**config.mk**
```make
export PLATFORM = sky130hd
export DESIGN_NAME = adgc_regs
export DESIGN_NICKNAME = d
export VERILOG_FILES = /design/src/hw/adgc_pkg.sv /design/src/hw/adgc_regs.sv
export SDC_FILE = /design/constraint.sdc
export NUM_CORES = 1
export LEC_CHECK = 0
export ABC_AREA = 1
export BUFFER_PORTS_ARGS = -buffer_cell sky130_fd_sc_hd__buf_2
export CORE_MARGIN = 1
export CORE_UTILIZATION = 25
export CTS_CLUSTER_DIAMETER = 200
export CTS_CLUSTER_SIZE = 30
export DETAILED_ROUTE_END_ITERATION = 8
export PLACE_DENSITY_LB_ADDON = 0.08
export SETUP_SLACK_MARGIN = 0.05
export SYNTH_ARGS = -nofsm -noshare
export SYNTH_HDL_FRONTEND = slang
export SYNTH_SLANG_ARGS = --single-unit
```
**constraint.sdc**
```tcl
create_clock -name clk -period 0.84 [get_ports clk]
set_input_delay 0 -clock clk [delete_from_list [all_inputs] [get_ports clk]]
set_output_delay 0 -clock clk [all_outputs]
set_load 0.05 [all_outputs]
```
**src/hw/adgc_pkg.sv**
```systemverilog
package adgc_pkg;

  // ==========================================================================
  // Register bus geometry
  localparam int unsigned ADDR_W = 4;
  localparam int unsigned DATA_W = 16;

  // ==========================================================================
  // Register offsets
  localparam logic [3:0] OFF_GENERAL_CONTROL = 4'h3;
  localparam logic [3:0] OFF_ANALOG_PIN_SEL  = 4'h4;

  // ==========================================================================
  // General control field positions
  localparam int unsigned BIT_BUFFER_PRECHARGE = 9;
  localparam int unsigned BIT_BUFFER_ENABLE    = 8;
  localparam int unsigned BIT_CONFIG_LOCK      = 7;
  localparam int unsigned BIT_BROADCAST_DAC    = 6;
  localparam int unsigned BIT_ADC_RANGE        = 5;
  localparam int unsigned BIT_DAC_RANGE        = 4;

  // ==========================================================================
  // Analog input pin select layout
  localparam int unsigned PIN_COUNT    = 8;
  localparam int unsigned PIN_SEL_LSB  = 0;
  localparam int unsigned DAC_CH_W     = 3;
  localparam int unsigned DAC_DATA_W   = 12;

  // ==========================================================================
  // Reset values
  localparam logic [15:0] RST_GENERAL_CONTROL = 16'h0000;
  localparam logic [15:0] RST_ANALOG_PIN_SEL  = 16'h0000;

  // ==========================================================================
  // Carriers
  typedef struct packed {
    logic buffer_precharge;
    logic buffer_enable;
    logic config_lock;
    logic broadcast_dac;
    logic adc_range;
    logic dac_range;
  } adgc_ctrl_t;

  typedef struct packed {
    logic                  valid;
    logic [DAC_CH_W-1:0]   channel;
    logic [DAC_DATA_W-1:0] data;
  } adgc_dac_req_t;

endpackage

```
**src/hw/adgc_regs.sv**
```systemverilog
// Our own choices: the plain strobed port and the register addresses.
`timescale 1ns/1ps

module adgc_regs
(
  // Clock and reset
  input  wire logic                          clk,
  input  wire logic                          rst_n,
  // Register port
  input  wire logic [adgc_pkg::ADDR_W-1:0]   reg_addr,
  input  wire logic [adgc_pkg::DATA_W-1:0]   reg_wdata,
  input  wire logic                          reg_wr,
  input  wire logic                          reg_rd,
  output logic      [adgc_pkg::DATA_W-1:0]   reg_rdata,
  // Converter status
  input  wire logic                          conv_active,
  // DAC write request and DAC pin map
  input  wire adgc_pkg::adgc_dac_req_t       dac_req,
  input  wire logic [adgc_pkg::PIN_COUNT-1:0] dac_pins,
  // DAC channel loads
  output logic      [adgc_pkg::PIN_COUNT-1:0] dac_load,
  output logic      [adgc_pkg::DAC_DATA_W-1:0] dac_load_data,
  // Analog controls
  output logic                               buf_power,
  output logic                               buf_precharge_use,
  output logic                               adc_range_2x,
  output logic                               dac_range_2x,
  // Pin configuration
  output logic                               pin_config_lock,
  output logic      [adgc_pkg::PIN_COUNT-1:0] analog_input_pins,
  output logic      [adgc_pkg::PIN_COUNT-1:0] pin_other_config
);

  // ==========================================================================
  // Address decode

  function automatic logic addr_hit
  (
    input logic [adgc_pkg::ADDR_W-1:0] addr,
    input logic [adgc_pkg::ADDR_W-1:0] off
  );
    addr_hit = (addr == off);
  endfunction

  adgc_pkg::adgc_ctrl_t               ctrl;
  logic [adgc_pkg::PIN_COUNT-1:0]     pin_sel;
  adgc_pkg::adgc_ctrl_t               next_ctrl;
  logic [adgc_pkg::PIN_COUNT-1:0]     next_pin_sel;
  logic [adgc_pkg::DATA_W-1:0]        ctrl_word;
  logic [adgc_pkg::DATA_W-1:0]        pin_word;
  logic [adgc_pkg::DATA_W-1:0]        rsel_word;
  logic [adgc_pkg::DATA_W-1:0]        next_rdata;
  wire                                hit_ctrl;
  wire                                hit_pins;
  wire                                wr_ctrl;
  wire                                wr_pins;

  assign hit_ctrl = addr_hit(reg_addr, adgc_pkg::OFF_GENERAL_CONTROL);
  assign hit_pins = addr_hit(reg_addr, adgc_pkg::OFF_ANALOG_PIN_SEL);
  assign wr_ctrl  = reg_wr && hit_ctrl;
  // The lock in force before this write decides; it lives in another register.
  assign wr_pins  = reg_wr && hit_pins && !ctrl.config_lock;

  // ==========================================================================
  // Register update

  // One driver for the whole struct keeps strict tools from seeing several.
  assign next_ctrl = '{
    buffer_precharge: reg_wdata[adgc_pkg::BIT_BUFFER_PRECHARGE],
    buffer_enable:    reg_wdata[adgc_pkg::BIT_BUFFER_ENABLE],
    config_lock:      reg_wdata[adgc_pkg::BIT_CONFIG_LOCK],
    broadcast_dac:    reg_wdata[adgc_pkg::BIT_BROADCAST_DAC],
    adc_range:        reg_wdata[adgc_pkg::BIT_ADC_RANGE],
    dac_range:        reg_wdata[adgc_pkg::BIT_DAC_RANGE]
  };
  assign next_pin_sel = reg_wdata[adgc_pkg::PIN_SEL_LSB +: adgc_pkg::PIN_COUNT];

  always_ff @(posedge clk or negedge rst_n)
  begin
    if (!rst_n)
    begin
      ctrl <= '0;
    end
    else if (wr_ctrl)
    begin
      ctrl <= next_ctrl;
    end
  end

  always_ff @(posedge clk or negedge rst_n)
  begin
    if (!rst_n)
    begin
      pin_sel <= adgc_pkg::RST_ANALOG_PIN_SEL[adgc_pkg::PIN_COUNT-1:0];
    end
    else if (wr_pins)
    begin
      pin_sel <= next_pin_sel;
    end
  end

  // ==========================================================================
  // Read path

  // Reserved bits are never stored, so they read back as zero.
  always_comb
  begin
    ctrl_word = adgc_pkg::RST_GENERAL_CONTROL;
    ctrl_word[adgc_pkg::BIT_BUFFER_PRECHARGE] = ctrl.buffer_precharge;
    ctrl_word[adgc_pkg::BIT_BUFFER_ENABLE]    = ctrl.buffer_enable;
    ctrl_word[adgc_pkg::BIT_CONFIG_LOCK]      = ctrl.config_lock;
    ctrl_word[adgc_pkg::BIT_BROADCAST_DAC]    = ctrl.broadcast_dac;
    ctrl_word[adgc_pkg::BIT_ADC_RANGE]        = ctrl.adc_range;
    ctrl_word[adgc_pkg::BIT_DAC_RANGE]        = ctrl.dac_range;
  end

  always_comb
  begin
    pin_word = adgc_pkg::RST_ANALOG_PIN_SEL;
    pin_word[adgc_pkg::PIN_SEL_LSB +: adgc_pkg::PIN_COUNT] = pin_sel;
  end

  assign rsel_word  = hit_ctrl ? ctrl_word : (hit_pins ? pin_word : '0);
  assign next_rdata = reg_rd ? rsel_word : '0;

  // Read data stand for exactly the cycle after the strobe, zero otherwise.
  always_ff @(posedge clk or negedge rst_n)
  begin
    if (!rst_n)
    begin
      reg_rdata <= '0;
    end
    else
    begin
      reg_rdata <= next_rdata;
    end
  end

  // ==========================================================================
  // Buffer power policy

  // With precharge the buffer only burns power while a conversion runs.
  assign buf_power = ctrl.buffer_enable &&
                     (!ctrl.buffer_precharge || conv_active);
  assign buf_precharge_use = ctrl.buffer_enable && ctrl.buffer_precharge;

  // ==========================================================================
  // Range selects and pin configuration

  assign adc_range_2x      = ctrl.adc_range;
  assign dac_range_2x      = ctrl.dac_range;
  assign pin_config_lock   = ctrl.config_lock;
  assign analog_input_pins = pin_sel;
  assign pin_other_config  = ~pin_sel;

  // ==========================================================================
  // DAC write fan-out

  // The broadcast bit is sampled when the DAC write arrives, so a change
  // affects only later writes, never one already in flight.
  wire [adgc_pkg::PIN_COUNT-1:0] next_dac_load;

  genvar ch;
  generate
    for (ch = 0; ch < adgc_pkg::PIN_COUNT; ch++)
    begin : g_ch
      wire picked;
      assign picked = ctrl.broadcast_dac ? dac_pins[ch]
                    : (int'(dac_req.channel) == ch);
      assign next_dac_load[ch] = dac_req.valid && picked;
    end
  endgenerate

  always_ff @(posedge clk or negedge rst_n)
  begin
    if (!rst_n)
    begin
      dac_load      <= '0;
      dac_load_data <= '0;
    end
    else
    begin
      dac_load <= next_dac_load;
      if (dac_req.valid)
      begin
        dac_load_data <= dac_req.data;
      end
    end
  end

endmodule

```
Yosys cells after proc, flatten, opt, wreduce, memory -nomap -nowiden
Cells that the tools add are included.
{ "word_totals": {"regBits": 44, "latchBits": 0, "ramBits": 0, "mem_bits_ro": 0, "input_bits": 49, "output_inout_bits": 57, "wordCells": 48, "mem_count": 0} }
{ "classes": {"addsub": 0, "multipliers": 0, "div": 0, "order_cmp": 0, "n_eq_ne": 9, "shifts": 0, "n_mux": 11, "n_bitwise": 1, "reduce_logical": 17} }
{ "ops": {"columns": ["op", "n"], "rows": [
  ["10-bit 2-to-1 mux", 2],
  ["1-bit logical AND", 13],
  ["3-bit equality test (second input constant)", 4],
  ["1-bit 2-to-1 mux", 8],
  ["8-bit 2-to-1 mux", 1],
  ["8-bit NOT", 1],
  ["3-bit by 2-bit equality test with 1-bit output (second input constant)", 2],
  ["4-bit by 2-bit equality test with 1-bit output (second input constant)", 1],
  ["4-bit by 3-bit equality test with 1-bit output (second input constant)", 1],
  ["3-bit by 1-bit equality test with 1-bit output (second input constant)", 1],
  ["3-bit zero test", 1],
  ["1-bit zero test", 2],
  ["1-bit logical OR", 1]
]} }

Logic depth before layout (Yosys ltp)
Gate-level depths: netlist of the first run.
{ "depth": {"word_depth": 4, "ltp_mapped": 6} }

Least setup slack after synthesis of the first run
Ideal clock, no wire load.
{ "synth_timing": {"path_kind": "reg2reg", "from": "register pin_sel, in the netlist analog_input_pins[0]", "to": "register reg_rdata[0] (netlist name)", "setup_ns": 0.088, "t_arrival_ns": 1.210, "slack_ns": -0.459, "stages_incl_launch_ff": 3, "period_less_slack_ns": 1.299, "cell_sequence": "dfrtp_1 inv_1 nor3_1"} }
{ "synth_via": {"elab_chain_cells": 3} }
{ "synth_rtl": {"columns": ["item", "line", "rtl"], "rows": [
  ["from (decl)", "adgc_regs.sv:46", "logic [adgc_pkg::PIN_COUNT-1:0] pin_sel;"],
  ["from (signal assigned)", "adgc_regs.sv:94", "pin_sel <= adgc_pkg::RST_ANALOG_PIN_SEL[adgc_pkg::PIN_COUNT-1:0];"],
  ["from (signal assigned)", "adgc_regs.sv:98", "pin_sel <= next_pin_sel;"],
  ["8-bit 2-to-1 mux", "adgc_regs.sv:123", "assign rsel_word = hit_ctrl ? ctrl_word : (hit_pins ? pin_word : '0);"],
  ["10-bit 2-to-1 mux", "adgc_regs.sv:123", null],
  ["10-bit 2-to-1 mux", "adgc_regs.sv:124", "assign next_rdata = reg_rd ? rsel_word : '0;"],
  ["named net next_rdata (one bit)", "adgc_regs.sv:52", "logic [adgc_pkg::DATA_W-1:0] next_rdata;"],
  ["to (signal assigned)", "adgc_regs.sv:135", "reg_rdata <= next_rdata;"],
  ["to (decl)", "adgc_regs.sv:14", "output logic [adgc_pkg::DATA_W-1:0] reg_rdata,"]
]} }
The timed path passes the listed nets, and every way through them passes these cells.
A chain may end at the register's enable or synchronous reset.

Worst setup path after layout of the first run
{ "layout_timing": {"from": "register ctrl[5] (netlist name)", "to": "output port buf_power"} }
{ "layout_via": {"elab_chain_cells": 3} }
{ "layout_rtl": {"columns": ["item", "line", "rtl"], "rows": [
  ["from (decl)", "adgc_regs.sv:45", "adgc_pkg::adgc_ctrl_t ctrl;"],
  ["from (signal assigned)", "adgc_regs.sv:86", "ctrl <= next_ctrl;"],
  ["1-bit zero test", "adgc_regs.sv:144", "(!ctrl.buffer_precharge || conv_active);"],
  ["1-bit logical OR", "adgc_regs.sv:144", null],
  ["1-bit logical AND", "adgc_regs.sv:143", "assign buf_power = ctrl.buffer_enable &&"],
  ["to (decl)", "adgc_regs.sv:24", "output logic buf_power,"]
]} }
No other way between the ends.

==> reports/qor.csv, run 1 <==
stage;metric;value;unit
run_status;outcome;complete, but fails checks;
run_status;failing checks;negative setup slack;
die;core area;0.007408;mm^2
final_layout;Layout area overhead;94.05;%
clock_tree;Num Clock Sinks;44;
timing;fmax;950.8;MHz
drt;Vias/cell;4.067;
logic_synthesis;Yosys warnings;0;
global_route;number of global-route vias before repair;2003;
clock_tree;Worst-Skew Late Latency;0.29;ns
drt;post-route ant nets;0;
placement;dpl hpwl;3609;um
drt;Wirelength per Cell;11.99;um
setup_path;Worst Path Max Fanout;3;
global_route;initial antenna violation count;0;
timing;final setup skew;0.006651;ns
final_layout;Layout Nets;429;
timing;Final period util;125.2;%
die;Ports;106;
clock_tree;CTS H-tree depth;2;
pwr;Tot Pwr;7.389;mW
final_layout;antenna cells;0;
pwr;Max VDD drop;1.002;mV
final_layout;most frequent cells in the layout;nand2_1, buf_6, buf_2;
logic_synthesis;cell taking the most area after synthesis;dfrtp_1;
placement;IO Port Bufs;93;
die;die area;0.008180;mm^2
pwr;Sw Ratio;39.49;%
logic_synthesis;Synth Register Bits;44;
drt;drt total wl;5755;um
clock_tree;number of CTS-inserted buffers;5;
global_route;first-pass GRT wire length;9425;um
placement;dpl cells;422;
drt;drc violations;0;
pwr;Comb pwr share;45.2;%
pwr;Net Sw Power;2.918;mW
setup_path;CP Capture Type;output pin;
timing;RSZ-0062 raised after global routing;yes;
drt;First-pass DRT Iterations;4;
hold_path;Worst Hold Class;primary input to flip-flop;
job;Max-cap violations;0;
final_layout;layout cells sized above 1;60.63;%
logic_synthesis;synth unique cells;20;
setup_path;Worst EP required;0.84;ns
global_route;Overall Global Routing Usage;14.30;%
pwr;cell-internal power;4.471;mW
timing;final hold vios;0;
setup_path;endpoint arrival time on the critical path;1.05;ns
global_route;GRT overflow;0;
drt;DR iter-0 viols;43;
pwr;Clk network pwr share;19.1;%
clock_tree;Clock Path Buffers;2;
final_layout;Final Util;51.22;%
clock_tree;root buffer cell;clkbuf_8;
logic_synthesis;Yosys top cell area share;56.30;%
setup_path;CP startpoint kind;flip-flop;
die;Starting Density;26.40;%
die;width of the die;90.45;um
timing;Tmin final;1.052;ns
timing;Final WS setup;-0.2118;ns
die;Rows;31;
logic_synthesis;top cells by area, synth;dfrtp_1, nand2_1, inv_1, nand3_1, a21oi_1;
timing;setup_tns;-4.098;ns
pwr;Static Leak;1.865;nW
die;chip height;90.45;um
pwr;sequential power share;35.7;%
clock_tree;clock slew at reported path FFs;0.09;ns
final_layout;fin cells;480;
timing;Final Max Slew Viols;0;
placement;routability congestion estimate;0.7293;
logic_synthesis;Seq/Total Area, Yosys;56.30;%
final_layout;commonest non-fill, non-tap cell in the layout;nand2_1;
global_route;largest net degree at the start of global routing;45;
logic_synthesis;Post-Syn Area per Cell;8.770;um^2
clock_tree;clock tree from TritonCTS;built;
pwr;pwr dens;1947;mW/mm^2
drt;Via Count;1952;
logic_synthesis;Mapped Area;0.001956;mm^2
timing;Setup-failing EPs final;57;
final_layout;# fillers;710;
setup_path;critical path class;flip-flop to output pin;
logic_synthesis;cells after synthesis;223;
[logic make-up (layout without fill, tap and decap cells)]
group | after synthesis | after routing | share of synthesized area [%]
buffers and inverters | 41 | 194 | 9.660
flip-flops | 44 | 44 | 56.30
AND/OR/NAND/NOR | 119 | 119 | 28.09
other | 1 | 6 | 0.1918
AO/OA/AOI/OAI | 18 | 18 | 5.758
[flip-flops by register name, summed over array words and instances, names as in the netlist]
name / count
pin_config_lock: 1
dac_load_data: 12
ctrl: 3
analog_input_pins: 8
dac_range_2x: 1
dac_load: 8
reg_rdata: 10
adc_range_2x: 1
[cell type report]
| type | count | area (um^2) | share of cell area, % |
|---|---|---|---|
| multi-input combinational | 143 | 870.8 | 22.95 |
| sequential | 44 | 1131 | 29.81 |
| clock inverter | 1 | 7.507 | 0.1978 |
| timing repair buffer | 156 | 1446 | 38.11 |
| tap | 99 | 123.9 | 3.264 |
| inverter | 30 | 128.9 | 3.396 |
| clock buffer | 7 | 86.33 | 2.275 |
[per-layer routing]
layer / GRT usage, % / routed length, um / up-vias
li1: - / - / 977
met1: 17.49 / 2545 / 899
met2: 25.19 / 2840 / 72
met3: 4.125 / 338 / 4
met4: 2.419 / 31 / 0
met5: 0 / 0 / -
[through the flow]
stage	worst slack, ns	hold slack, ns	area, um^2
floorplan	-0.2981	-0.2956	2062
global placement	-0.1000	0.004830	2693
detailed placement	-0.1106	0.006732	2693
CTS	-0.2208	0.009833	3610
global route	-0.2675	0.02168	3795
finish	-0.2118	0.02421	3795
[worst paths after layout]
check | endpoint | depth (start not counted) | slack, ns | start
hold / removal | dac_load[0] | 4 | 0.02 | dac_req[14]
hold reg to reg | dac_load_data[9] | 2 | 0.49 | dac_load_data[9]
setup reg to reg | analog_input_pins[4] | 4 | -0.13 | pin_config_lock
setup / recovery | buf_power | 4 | -0.21 | ctrl[5]
max in group asynchronous | dac_range_2x | 3 | 0.38 | rst_n
min in group asynchronous | dac_load[2] | 3 | 0.21 | rst_n
[timing repair]
action                     4_1_cts  5_1_grt
buffers inserted                12        9
hold endpoints to repair        78        0
hold buffers                    31        0
pin swaps                       11       15
gates resized for setup        134       38
setup endpoints to repair       70       79
[synthesized netlist by cell type]
master    instances
nor2_8            1
inv_1            28
buf_4             6
o21ai_2           6
nor3_1            4
clkinv_2          1
nor2_4            3
nand3_1          16
nand2_4           1
inv_2             1
nand2_1          75
a21oi_1          12
conb_1            1
dfrtp_1          44
clkbuf_1          1
buf_6             1
nand2_2           7
nor2_1           11
buf_2             3
nand3_4           1
[power by group through the flow]
stage | combinational, mW | clock, mW | sequential, mW
2_1_floorplan | 0.915 | 0 | 3.30
3_3_place_gp | 2.26 | 0 | 2.62
3_5_place_dp | 2.26 | 0 | 2.62
4_1_cts | 3.12 | 1.48 | 2.63
5_1_grt | 3.53 | 1.53 | 2.67
6_report | 3.34 | 1.41 | 2.64
[worst max-delay path, stage by stage, from the launching register on]
cell	delay, ns
dfrtp_1	0.41
inv_2	0.08
nor2_2	0.04
nor2_4	0.07
buf_6	0.15
No activity file was read; power rests on OpenSTA's default activity.
==> inputs of run 2 (changes only) <==
--- a/config.mk
+++ b/config.mk
@@ -5,13 +5,13 @@
 export SDC_FILE = /design/constraint.sdc
 export NUM_CORES = 1
 export LEC_CHECK = 0
-export ABC_AREA = 1
 export BUFFER_PORTS_ARGS = -buffer_cell sky130_fd_sc_hd__buf_2
 export CORE_MARGIN = 1
 export CORE_UTILIZATION = 25
 export CTS_CLUSTER_DIAMETER = 200
 export CTS_CLUSTER_SIZE = 30
 export DETAILED_ROUTE_END_ITERATION = 8
+export MAX_ROUTING_LAYER = met4
 export PLACE_DENSITY_LB_ADDON = 0.08
 export SETUP_SLACK_MARGIN = 0.05
 export SYNTH_ARGS = -nofsm -noshare
==> run 2 against run 1 <==
Net effect: the flow still finishes with violations (negative setup slack); fmax down 18%; core utilization fell by 0.97 points; hold slack lost 0.016 ns; register-to-register slack worse by 0.31 ns; non-clock buffer count down 12; sequential power is 2% higher; via count shrank 20%; combinational power hardly changed; clock power increased by 22%; critical path type is now flip-flop to flip-flop.
==> reports/qor.csv, run 2 <==
stage;metric;value;unit;change
drt;metal2 WL;2704;um;was 2840 um
drt;Via Count;1558;;was 1952
final_layout;commonest non-fill, non-tap cell in the layout;buf_6;;was nand2_1
placement;IO Port Bufs;93;;unchanged
pwr;Tot Pwr;7.779;mW;was 7.389 mW
clock_tree;CTS H-tree depth;2;;unchanged
logic_synthesis;cell taking the most area after synthesis;dfrtp_1;;unchanged
logic_synthesis;number of flops mapped to enable cells by yosys;0;;unchanged
drt;drt total wl;5033;um;was 5755 um
die;chip height;87.28;um;was 90.45 um
global_route;largest net degree at the start of global routing;45;;unchanged
setup_path;endpoint arrival time on the critical path;1.47;ns;was 1.05 ns
pwr;pwr dens;2241;mW/mm^2;was 1947 mW/mm^2
timing;Final WS setup;-0.4415;ns;was -0.2118 ns
drt;DR iter-0 viols;42;;was 43
final_layout;# fillers;619;;was 710
run_status;outcome;complete, but fails checks;;unchanged
logic_synthesis;Synth Register Bits;44;;unchanged
placement;dpl hpwl;3147;um;was 3609 um
drt;post-route ant nets;0;;unchanged
logic_synthesis;Mapped Area;0.001818;mm^2;was 0.001956 mm^2
pwr;Static Leak;1.663;nW;was 1.865 nW
global_route;GRT overflow;0;;unchanged
clock_tree;root buffer cell;clkbuf_8;;unchanged
final_layout;fin cells;378;;was 480
setup_path;critical path class;flip-flop to flip-flop;;was flip-flop to output pin
setup_path;Worst EP required;1.03;ns;was 0.84 ns
logic_synthesis;top cells by area, synth;dfrtp_1, mux2_2, mux2_4, nor2b_1, a22oi_1;;was dfrtp_1, nand2_1, inv_1, nand3_1, a21oi_1
final_layout;Top reg by flops;dac_load_data;;unchanged
logic_synthesis;Seq/Total Area, Yosys;60.56;%;was 56.30%
logic_synthesis;Synth Flop Type;dfrtp_1;;unchanged
timing;Final period util;152.6;%;was 125.2%
clock_tree;Worst-Skew Late Latency;0.30;ns;was 0.29 ns
drt;Vias/cell;4.122;;was 4.067
final_layout;Layout Nets;330;;was 429
setup_path;CP Capture Type;flip-flop;;was output pin
final_layout;antenna cells;0;;unchanged
setup_path;CP startpoint kind;flip-flop;;unchanged
placement;dpl cells;333;;was 422
die;Rows;30;;was 31
logic_synthesis;Yosys top cell area share;60.56;%;was 56.30%
timing;RSZ-0062 raised after global routing;yes;;unchanged
clock_tree;clock tree from TritonCTS;built;;unchanged
logic_synthesis;Yosys warnings;0;;unchanged
timing;Setup-failing EPs final;60;;was 57
global_route;first-pass GRT wire length;7679;um;was 9425 um
timing;Final Max Slew Viols;0;;unchanged
placement;routability congestion estimate;0.7021;;was 0.7293
timing;final setup skew;0.009468;ns;was 0.006651 ns
logic_synthesis;Synth top cells by count;dfrtp_1, mux2_2, nor2b_1, inv_1, mux2_4;;was nand2_1, dfrtp_1, inv_1, nand3_1, a21oi_1
timing;fmax;780.3;MHz;was 950.8 MHz
final_layout;layout cells sized above 1;69.50;%;was 60.63%
final_layout;max FFs per register;12;;unchanged
logic_synthesis;cells after synthesis;136;;was 223
global_route;number of global-route vias before repair;1671;;was 2003
placement;dpl cell area;0.002555;mm^2;was 0.002693 mm^2
die;width of the die;87.28;um;was 90.45 um
drt;Wirelength per Cell;13.31;um;was 11.99 um
job;Max-cap violations;0;;unchanged
drt;met3 wire length;240;um;was 338 um
hold_path;Worst Hold Class;primary input to flip-flop;;unchanged
clock_tree;number of CTS-inserted buffers;5;;unchanged
timing;Tmin final;1.282;ns;was 1.052 ns
final_layout;biggest regs;dac_load_data: 12 flops, reg_rdata: 10 flops;;unchanged
global_route;Overall Global Routing Usage;13.89;%;was 14.30%
logic_synthesis;top-count cell post-synth;dfrtp_1;;was nand2_1
logic_synthesis;synth unique cells;22;;was 20
final_layout;Layout area overhead;90.92;%;was 94.05%
die;Starting Density;26.32;%;was 26.40%
final_layout;final instance area;0.003471;mm^2;was 0.003795 mm^2
drt;top routing layer in use;met4;;unchanged
clock_tree;Clock Path Buffers;2;;unchanged
die;die area;0.007617;mm^2;was 0.008180 mm^2
global_route;initial antenna violation count;0;;unchanged
drt;First-pass DRT Iterations;3;;was 4
pwr;Max VDD drop;1.445;mV;was 1.002 mV
run_status;failing checks;negative setup slack;;unchanged
die;Ports;106;;unchanged
die;core area;0.006907;mm^2;was 0.007408 mm^2
drt;drc violations;0;;unchanged
logic_synthesis;Post-Syn Area per Cell;13.37;um^2;was 8.770 um^2
logic_synthesis;ys async rst share;100.0;%;unchanged
final_layout;most frequent cells in the layout;buf_6, buf_2, dlygate4sd3_1;;was nand2_1, buf_6, buf_2
clock_tree;clock slew at reported path FFs;0.08;ns;was 0.09 ns
clock_tree;Num Clock Sinks;44;;unchanged
timing;final hold vios;0;;unchanged
drt;wl on met1;2004;um;was 2545 um
setup_path;Worst Path Max Fanout;4;;was 3
-- run 2: cell count changes after synthesis, sizes merged, moves of 3 or more --
cell / change
a21oi: -12
mux2: +26
inv: -19
nor2b: +12
a22o: +3
o21ai: -6
nor2: -8
a22oi: +6
and2: +3
nand3: -17
nand2: -83
-- run 2: kinds of logic (layout without fill, tap and decap cells) --
kind of cell	after synthesis	count (layout)	synth area share [%]
and+or+nand+nor	31	31	9.636
muxes	26	26	17.76
other	1	6	0.2063
buffers and inverters	21	162	6.056
AOI/OAI and AO/OA	13	13	5.782
DFF	44	44	60.56
-- run 2: critical path: stages, from the launching register on --
cell	delay, ns
dfrtp_2	0.41
or3_4	0.34
buf_6	0.14
mux2_4	0.28
-- run 2: power breakdown --
| group | leakage, nW | internal [mW] | switching (mW) | total (mW) |
|---|---|---|---|---|
| registers | 0.539 | 2.40 | 0.288 | 2.69 |
| logic | 1.06 | 1.49 | 1.88 | 3.37 |
| clock network | 0.0614 | 0.973 | 0.747 | 1.72 |
-- run 2: per-stage QoR --
step                      setup TNS, ns  util, %  hold slack (ns)  setup slack [ns]
after floorplan                  -9.723        -          -0.2956           -0.5742
after global placement           -9.036    36.99         0.003480           -0.6213
after detailed placement         -8.957    36.99       -0.0005108           -0.6221
after CTS                        -7.940    49.15         0.004823           -0.4412
after global routing             -9.836    50.25          0.02255           -0.4618
final                            -7.482    50.25         0.008393           -0.4415
-- run 2: metal layers --
metal,GRT usage (%),vias up
met5,-,-
met4,4.471,0
met3,3.318,8
met2,24.57,57
met1,15.35,760
li1,-,733
-- run 2: final cells by class --
cell class | instances | area [um^2] | area share [%]
clock buffer | 6 | 82.58 | 2.379
clock inverter | 2 | 38.79 | 1.118
inverter | 10 | 37.54 | 1.081
multi-input combinational | 76 | 750.7 | 21.63
sequential | 44 | 1125 | 32.41
tap | 96 | 120.1 | 3.461
timing repair buffer | 144 | 1316 | 37.92
-- run 2: repair_timing --
action                                  in CTS  in global routing
setup buffers                                6                  4
hold buffers                                27                  0
hold endpoints to repair                    74                  0
endpoints found under the setup margin      73                 91
resized for setup                          130                 14
pin swaps                                    5                  3
gates cloned                                 0                  0
-- run 2: path summary, 6_finish.rpt --
path | startpoint | end | slack, ns | cells after the start
hold reg to reg | dac_load_data[1] | dac_load_data[1] | 0.53 | 1
max in group asynchronous | rst_n | dac_load_data[1] | 0.40 | 3
hold / removal | dac_pins[6] | dac_load[6] | 0.008 | 3
setup reg to reg | pin_config_lock | analog_input_pins[4] | -0.44 | 3
setup / recovery | pin_config_lock | analog_input_pins[4] | -0.44 | 3
min in group asynchronous | rst_n | dac_load_data[0] | 0.21 | 3
==> inputs of run 3 (changes only) <==
--- a/config.mk
+++ b/config.mk
@@ -5,7 +5,9 @@
 export SDC_FILE = /design/constraint.sdc
 export NUM_CORES = 1
 export LEC_CHECK = 0
+export ABC_AREA = 1
 export BUFFER_PORTS_ARGS = -buffer_cell sky130_fd_sc_hd__buf_2
+export CORE_ASPECT_RATIO = 1.25
 export CORE_MARGIN = 1
 export CORE_UTILIZATION = 25
 export CTS_CLUSTER_DIAMETER = 200
==> run 3 against run 2 <==
Net effect: the flow still finishes with violations (negative setup slack); via count up 25%; non-clock buffer count increased by 17; total power fell by 6.1%; clock skew down 0.0027 ns; register-to-register slack better by 0.30 ns; hold slack improved by 0.0044 ns; cell count up 26%; worst setup slack improved by 0.23 ns; core utilization up 0.77 points; critical endpoint is now buf_power.
==> reports/qor.csv, run 3 (synthesized netlist as in run 1, its figures left out) <==
stage;metric;value;unit;change
timing;Tmin final;1.049;ns;was 1.282 ns
pwr;Net Sw Power;2.901;mW;was 2.914 mW
clock_tree;clock slew at reported path FFs;0.09;ns;was 0.08 ns
drt;met3 wire length;255;um;was 240 um
timing;Hold WS;0.01275;ns;was 0.008393 ns
timing;final setup skew;0.006784;ns;was 0.009468 ns
pwr;Comb pwr share;46.1;%;was 43.3%
clock_tree;root buffer cell;clkbuf_8;;unchanged
timing;Setup-failing EPs final;55;;was 60
final_layout;Top reg by flops;dac_load_data;;unchanged
drt;metal2 WL;2853;um;was 2704 um
clock_tree;Num Clock Sinks;44;;unchanged
placement;dpl hpwl;3673;um;was 3147 um
pwr;Sw Ratio;39.70;%;was 37.46%
job;Max-cap violations;0;;unchanged
pwr;Clk network pwr share;17.8;%;was 22.1%
die;chip height;100.9;um;was 87.28 um
drt;Via Count;1949;;was 1558
timing;Final Max Slew Viols;0;;unchanged
final_layout;biggest regs;dac_load_data: 12 flops, reg_rdata: 10 flops;;unchanged
setup_path;critical path class;flip-flop to output pin;;was flip-flop to flip-flop
clock_tree;Worst-Skew Late Latency;0.29;ns;was 0.30 ns
final_layout;layout cells sized above 1;59.33;%;was 69.50%
placement;routability congestion estimate;0.7448;;was 0.7021
timing;final hold vios;0;;unchanged
pwr;pwr dens;1912;mW/mm^2;was 2241 mW/mm^2
global_route;first-pass GRT wire length;8804;um;was 7679 um
clock_tree;CTS H-tree depth;2;;unchanged
global_route;GRT overflow;0;;unchanged
placement;dpl cell area;0.002701;mm^2;was 0.002555 mm^2
placement;dpl cells;419;;was 333
final_layout;Final Util;51.03;%;was 50.25%
setup_path;Worst Path Max Fanout;3;;was 4
pwr;Max VDD drop;1.029;mV;was 1.445 mV
drt;Vias/cell;4.077;;was 4.122
timing;fmax;953.6;MHz;was 780.3 MHz
final_layout;Layout area overhead;95.39;%;was 90.92%
final_layout;most frequent cells in the layout;nand2_1, buf_6, buf_2;;was buf_6, buf_2, dlygate4sd3_1
final_layout;antenna cells;0;;unchanged
final_layout;commonest non-fill, non-tap cell in the layout;nand2_1;;was buf_6
placement;pre-CTS WS;-0.1364;ns;was -0.6221 ns
global_route;initial antenna violation count;0;;unchanged
clock_tree;number of CTS-inserted buffers;5;;unchanged
final_layout;max FFs per register;12;;unchanged
setup_path;endpoint arrival time on the critical path;1.05;ns;was 1.47 ns
timing;Final WS setup;-0.2086;ns;was -0.4415 ns
drt;post-route ant nets;0;;unchanged
drt;drt total wl;5618;um;was 5033 um
setup_path;CP Capture Type;output pin;;was flip-flop
clock_tree;Clock Path Buffers;2;;unchanged
setup_path;CP startpoint kind;flip-flop;;unchanged
final_layout;fin cells;478;;was 378
drt;Wirelength per Cell;11.75;um;was 13.31 um
die;core area;0.007488;mm^2;was 0.006907 mm^2
die;Ports;106;;unchanged
clock_tree;clock tree from TritonCTS;built;;unchanged
global_route;number of global-route vias before repair;1892;;was 1671
pwr;sequential power share;36.1;%;was 34.5%
drt;DR iter-0 viols;54;;was 42
run_status;outcome;complete, but fails checks;;unchanged
drt;wl on met1;2435;um;was 2004 um
global_route;largest net degree at the start of global routing;45;;unchanged
die;width of the die;81.11;um;was 87.28 um
final_layout;Layout Nets;434;;was 330
timing;Final period util;124.8;%;was 152.6%
die;Rows;35;;was 30
run_status;failing checks;negative setup slack;;unchanged
pwr;Static Leak;1.915;nW;was 1.663 nW
setup_path;Worst EP required;0.84;ns;was 1.03 ns
hold_path;Worst Hold Class;primary input to flip-flop;;unchanged
pwr;cell-internal power;4.407;mW;was 4.865 mW
placement;IO Port Bufs;93;;unchanged
die;die area;0.008182;mm^2;was 0.007617 mm^2
global_route;Overall Global Routing Usage;14.61;%;was 13.89%
die;Starting Density;26.12;%;was 26.32%
drt;drc violations;0;;unchanged
drt;First-pass DRT Iterations;4;;was 3
drt;top routing layer in use;met4;;unchanged
timing;RSZ-0062 raised after global routing;yes;;unchanged
final_layout;final instance area;0.003821;mm^2;was 0.003471 mm^2
run 3: cell types whose count changed in the layout (fill, tap and decap cells not counted), sizes merged, moves of 3 or more:
cell         delta
dlygate4sd3     +4
nand3          +17
nor2b          -12
inv            +15
mux2           -26
a22o            -3
clkinvlp        +4
a21oi          +12
a22oi           -6
o21ai           +6
buf            +13
and2            -3
nor2            +8
nand2          +83
run 3: worst max-delay path: stages (launching register included):
cell and delay (ns):
dfrtp_1 0.42, inv_2 0.07, nor2_2 0.04, nor2_4 0.07, buf_6 0.15
run 3: timing repair:
item	4_1_cts	5_1_grt
hold endpoints to repair	78	0
pin swaps	4	9
hold buffers	31	0
resized for setup	135	40
endpoints found under the setup margin	70	81
buffers inserted	15	5
run 3: final timing paths:
path	slack, ns	cells after the start	to	startpoint
setup reg to reg	-0.14	3	dac_load[1]	ctrl[2]
hold / removal	0.01	4	dac_load[0]	dac_req[14]
setup / recovery	-0.21	4	buf_power	ctrl[5]
hold reg to reg	0.50	2	dac_load_data[10]	dac_load_data[10]
min in group asynchronous	0.21	3	reg_rdata[5]	rst_n
max in group asynchronous	0.40	3	analog_input_pins[4]	rst_n
run 3: area by class of cell:
class                      count  area (um^2)
multi-input combinational    143        878.3
fill                         711         3667
clock inverter                 1        5.005
sequential                    44         1131
inverter                      30        128.9
clock buffer                   7        76.32
timing repair buffer         161         1486
tap                           92        115.1
run 3: power by group through the flow:
stage          logic (mW)  registers, mW  clock network [mW]
6_report             3.37           2.64                1.30
5_1_grt              3.55           2.67                1.45
4_1_cts              3.13           2.63                1.38
3_5_place_dp         2.23           2.63                   0
3_3_place_gp         2.23           2.62                   0
2_1_floorplan       0.915           3.30                   0
run 3: per-layer routing:
layer	vias up	track usage, %
li1	987	-
met1	892	16.57
met2	64	25.27
met3	6	2.896
met4	0	4.945
met5	-	-
run 3: stage by stage:
stage / TNS (ns) / power [mW]
6_report: -4.311 / 7.308
5_1_grt: -7.147 / 7.681
4_1_cts: -4.226 / 7.138
3_5_place_dp: -1.553 / 4.855
3_3_place_gp: -1.396 / 4.852
2_1_floorplan: -3.143 / 4.218
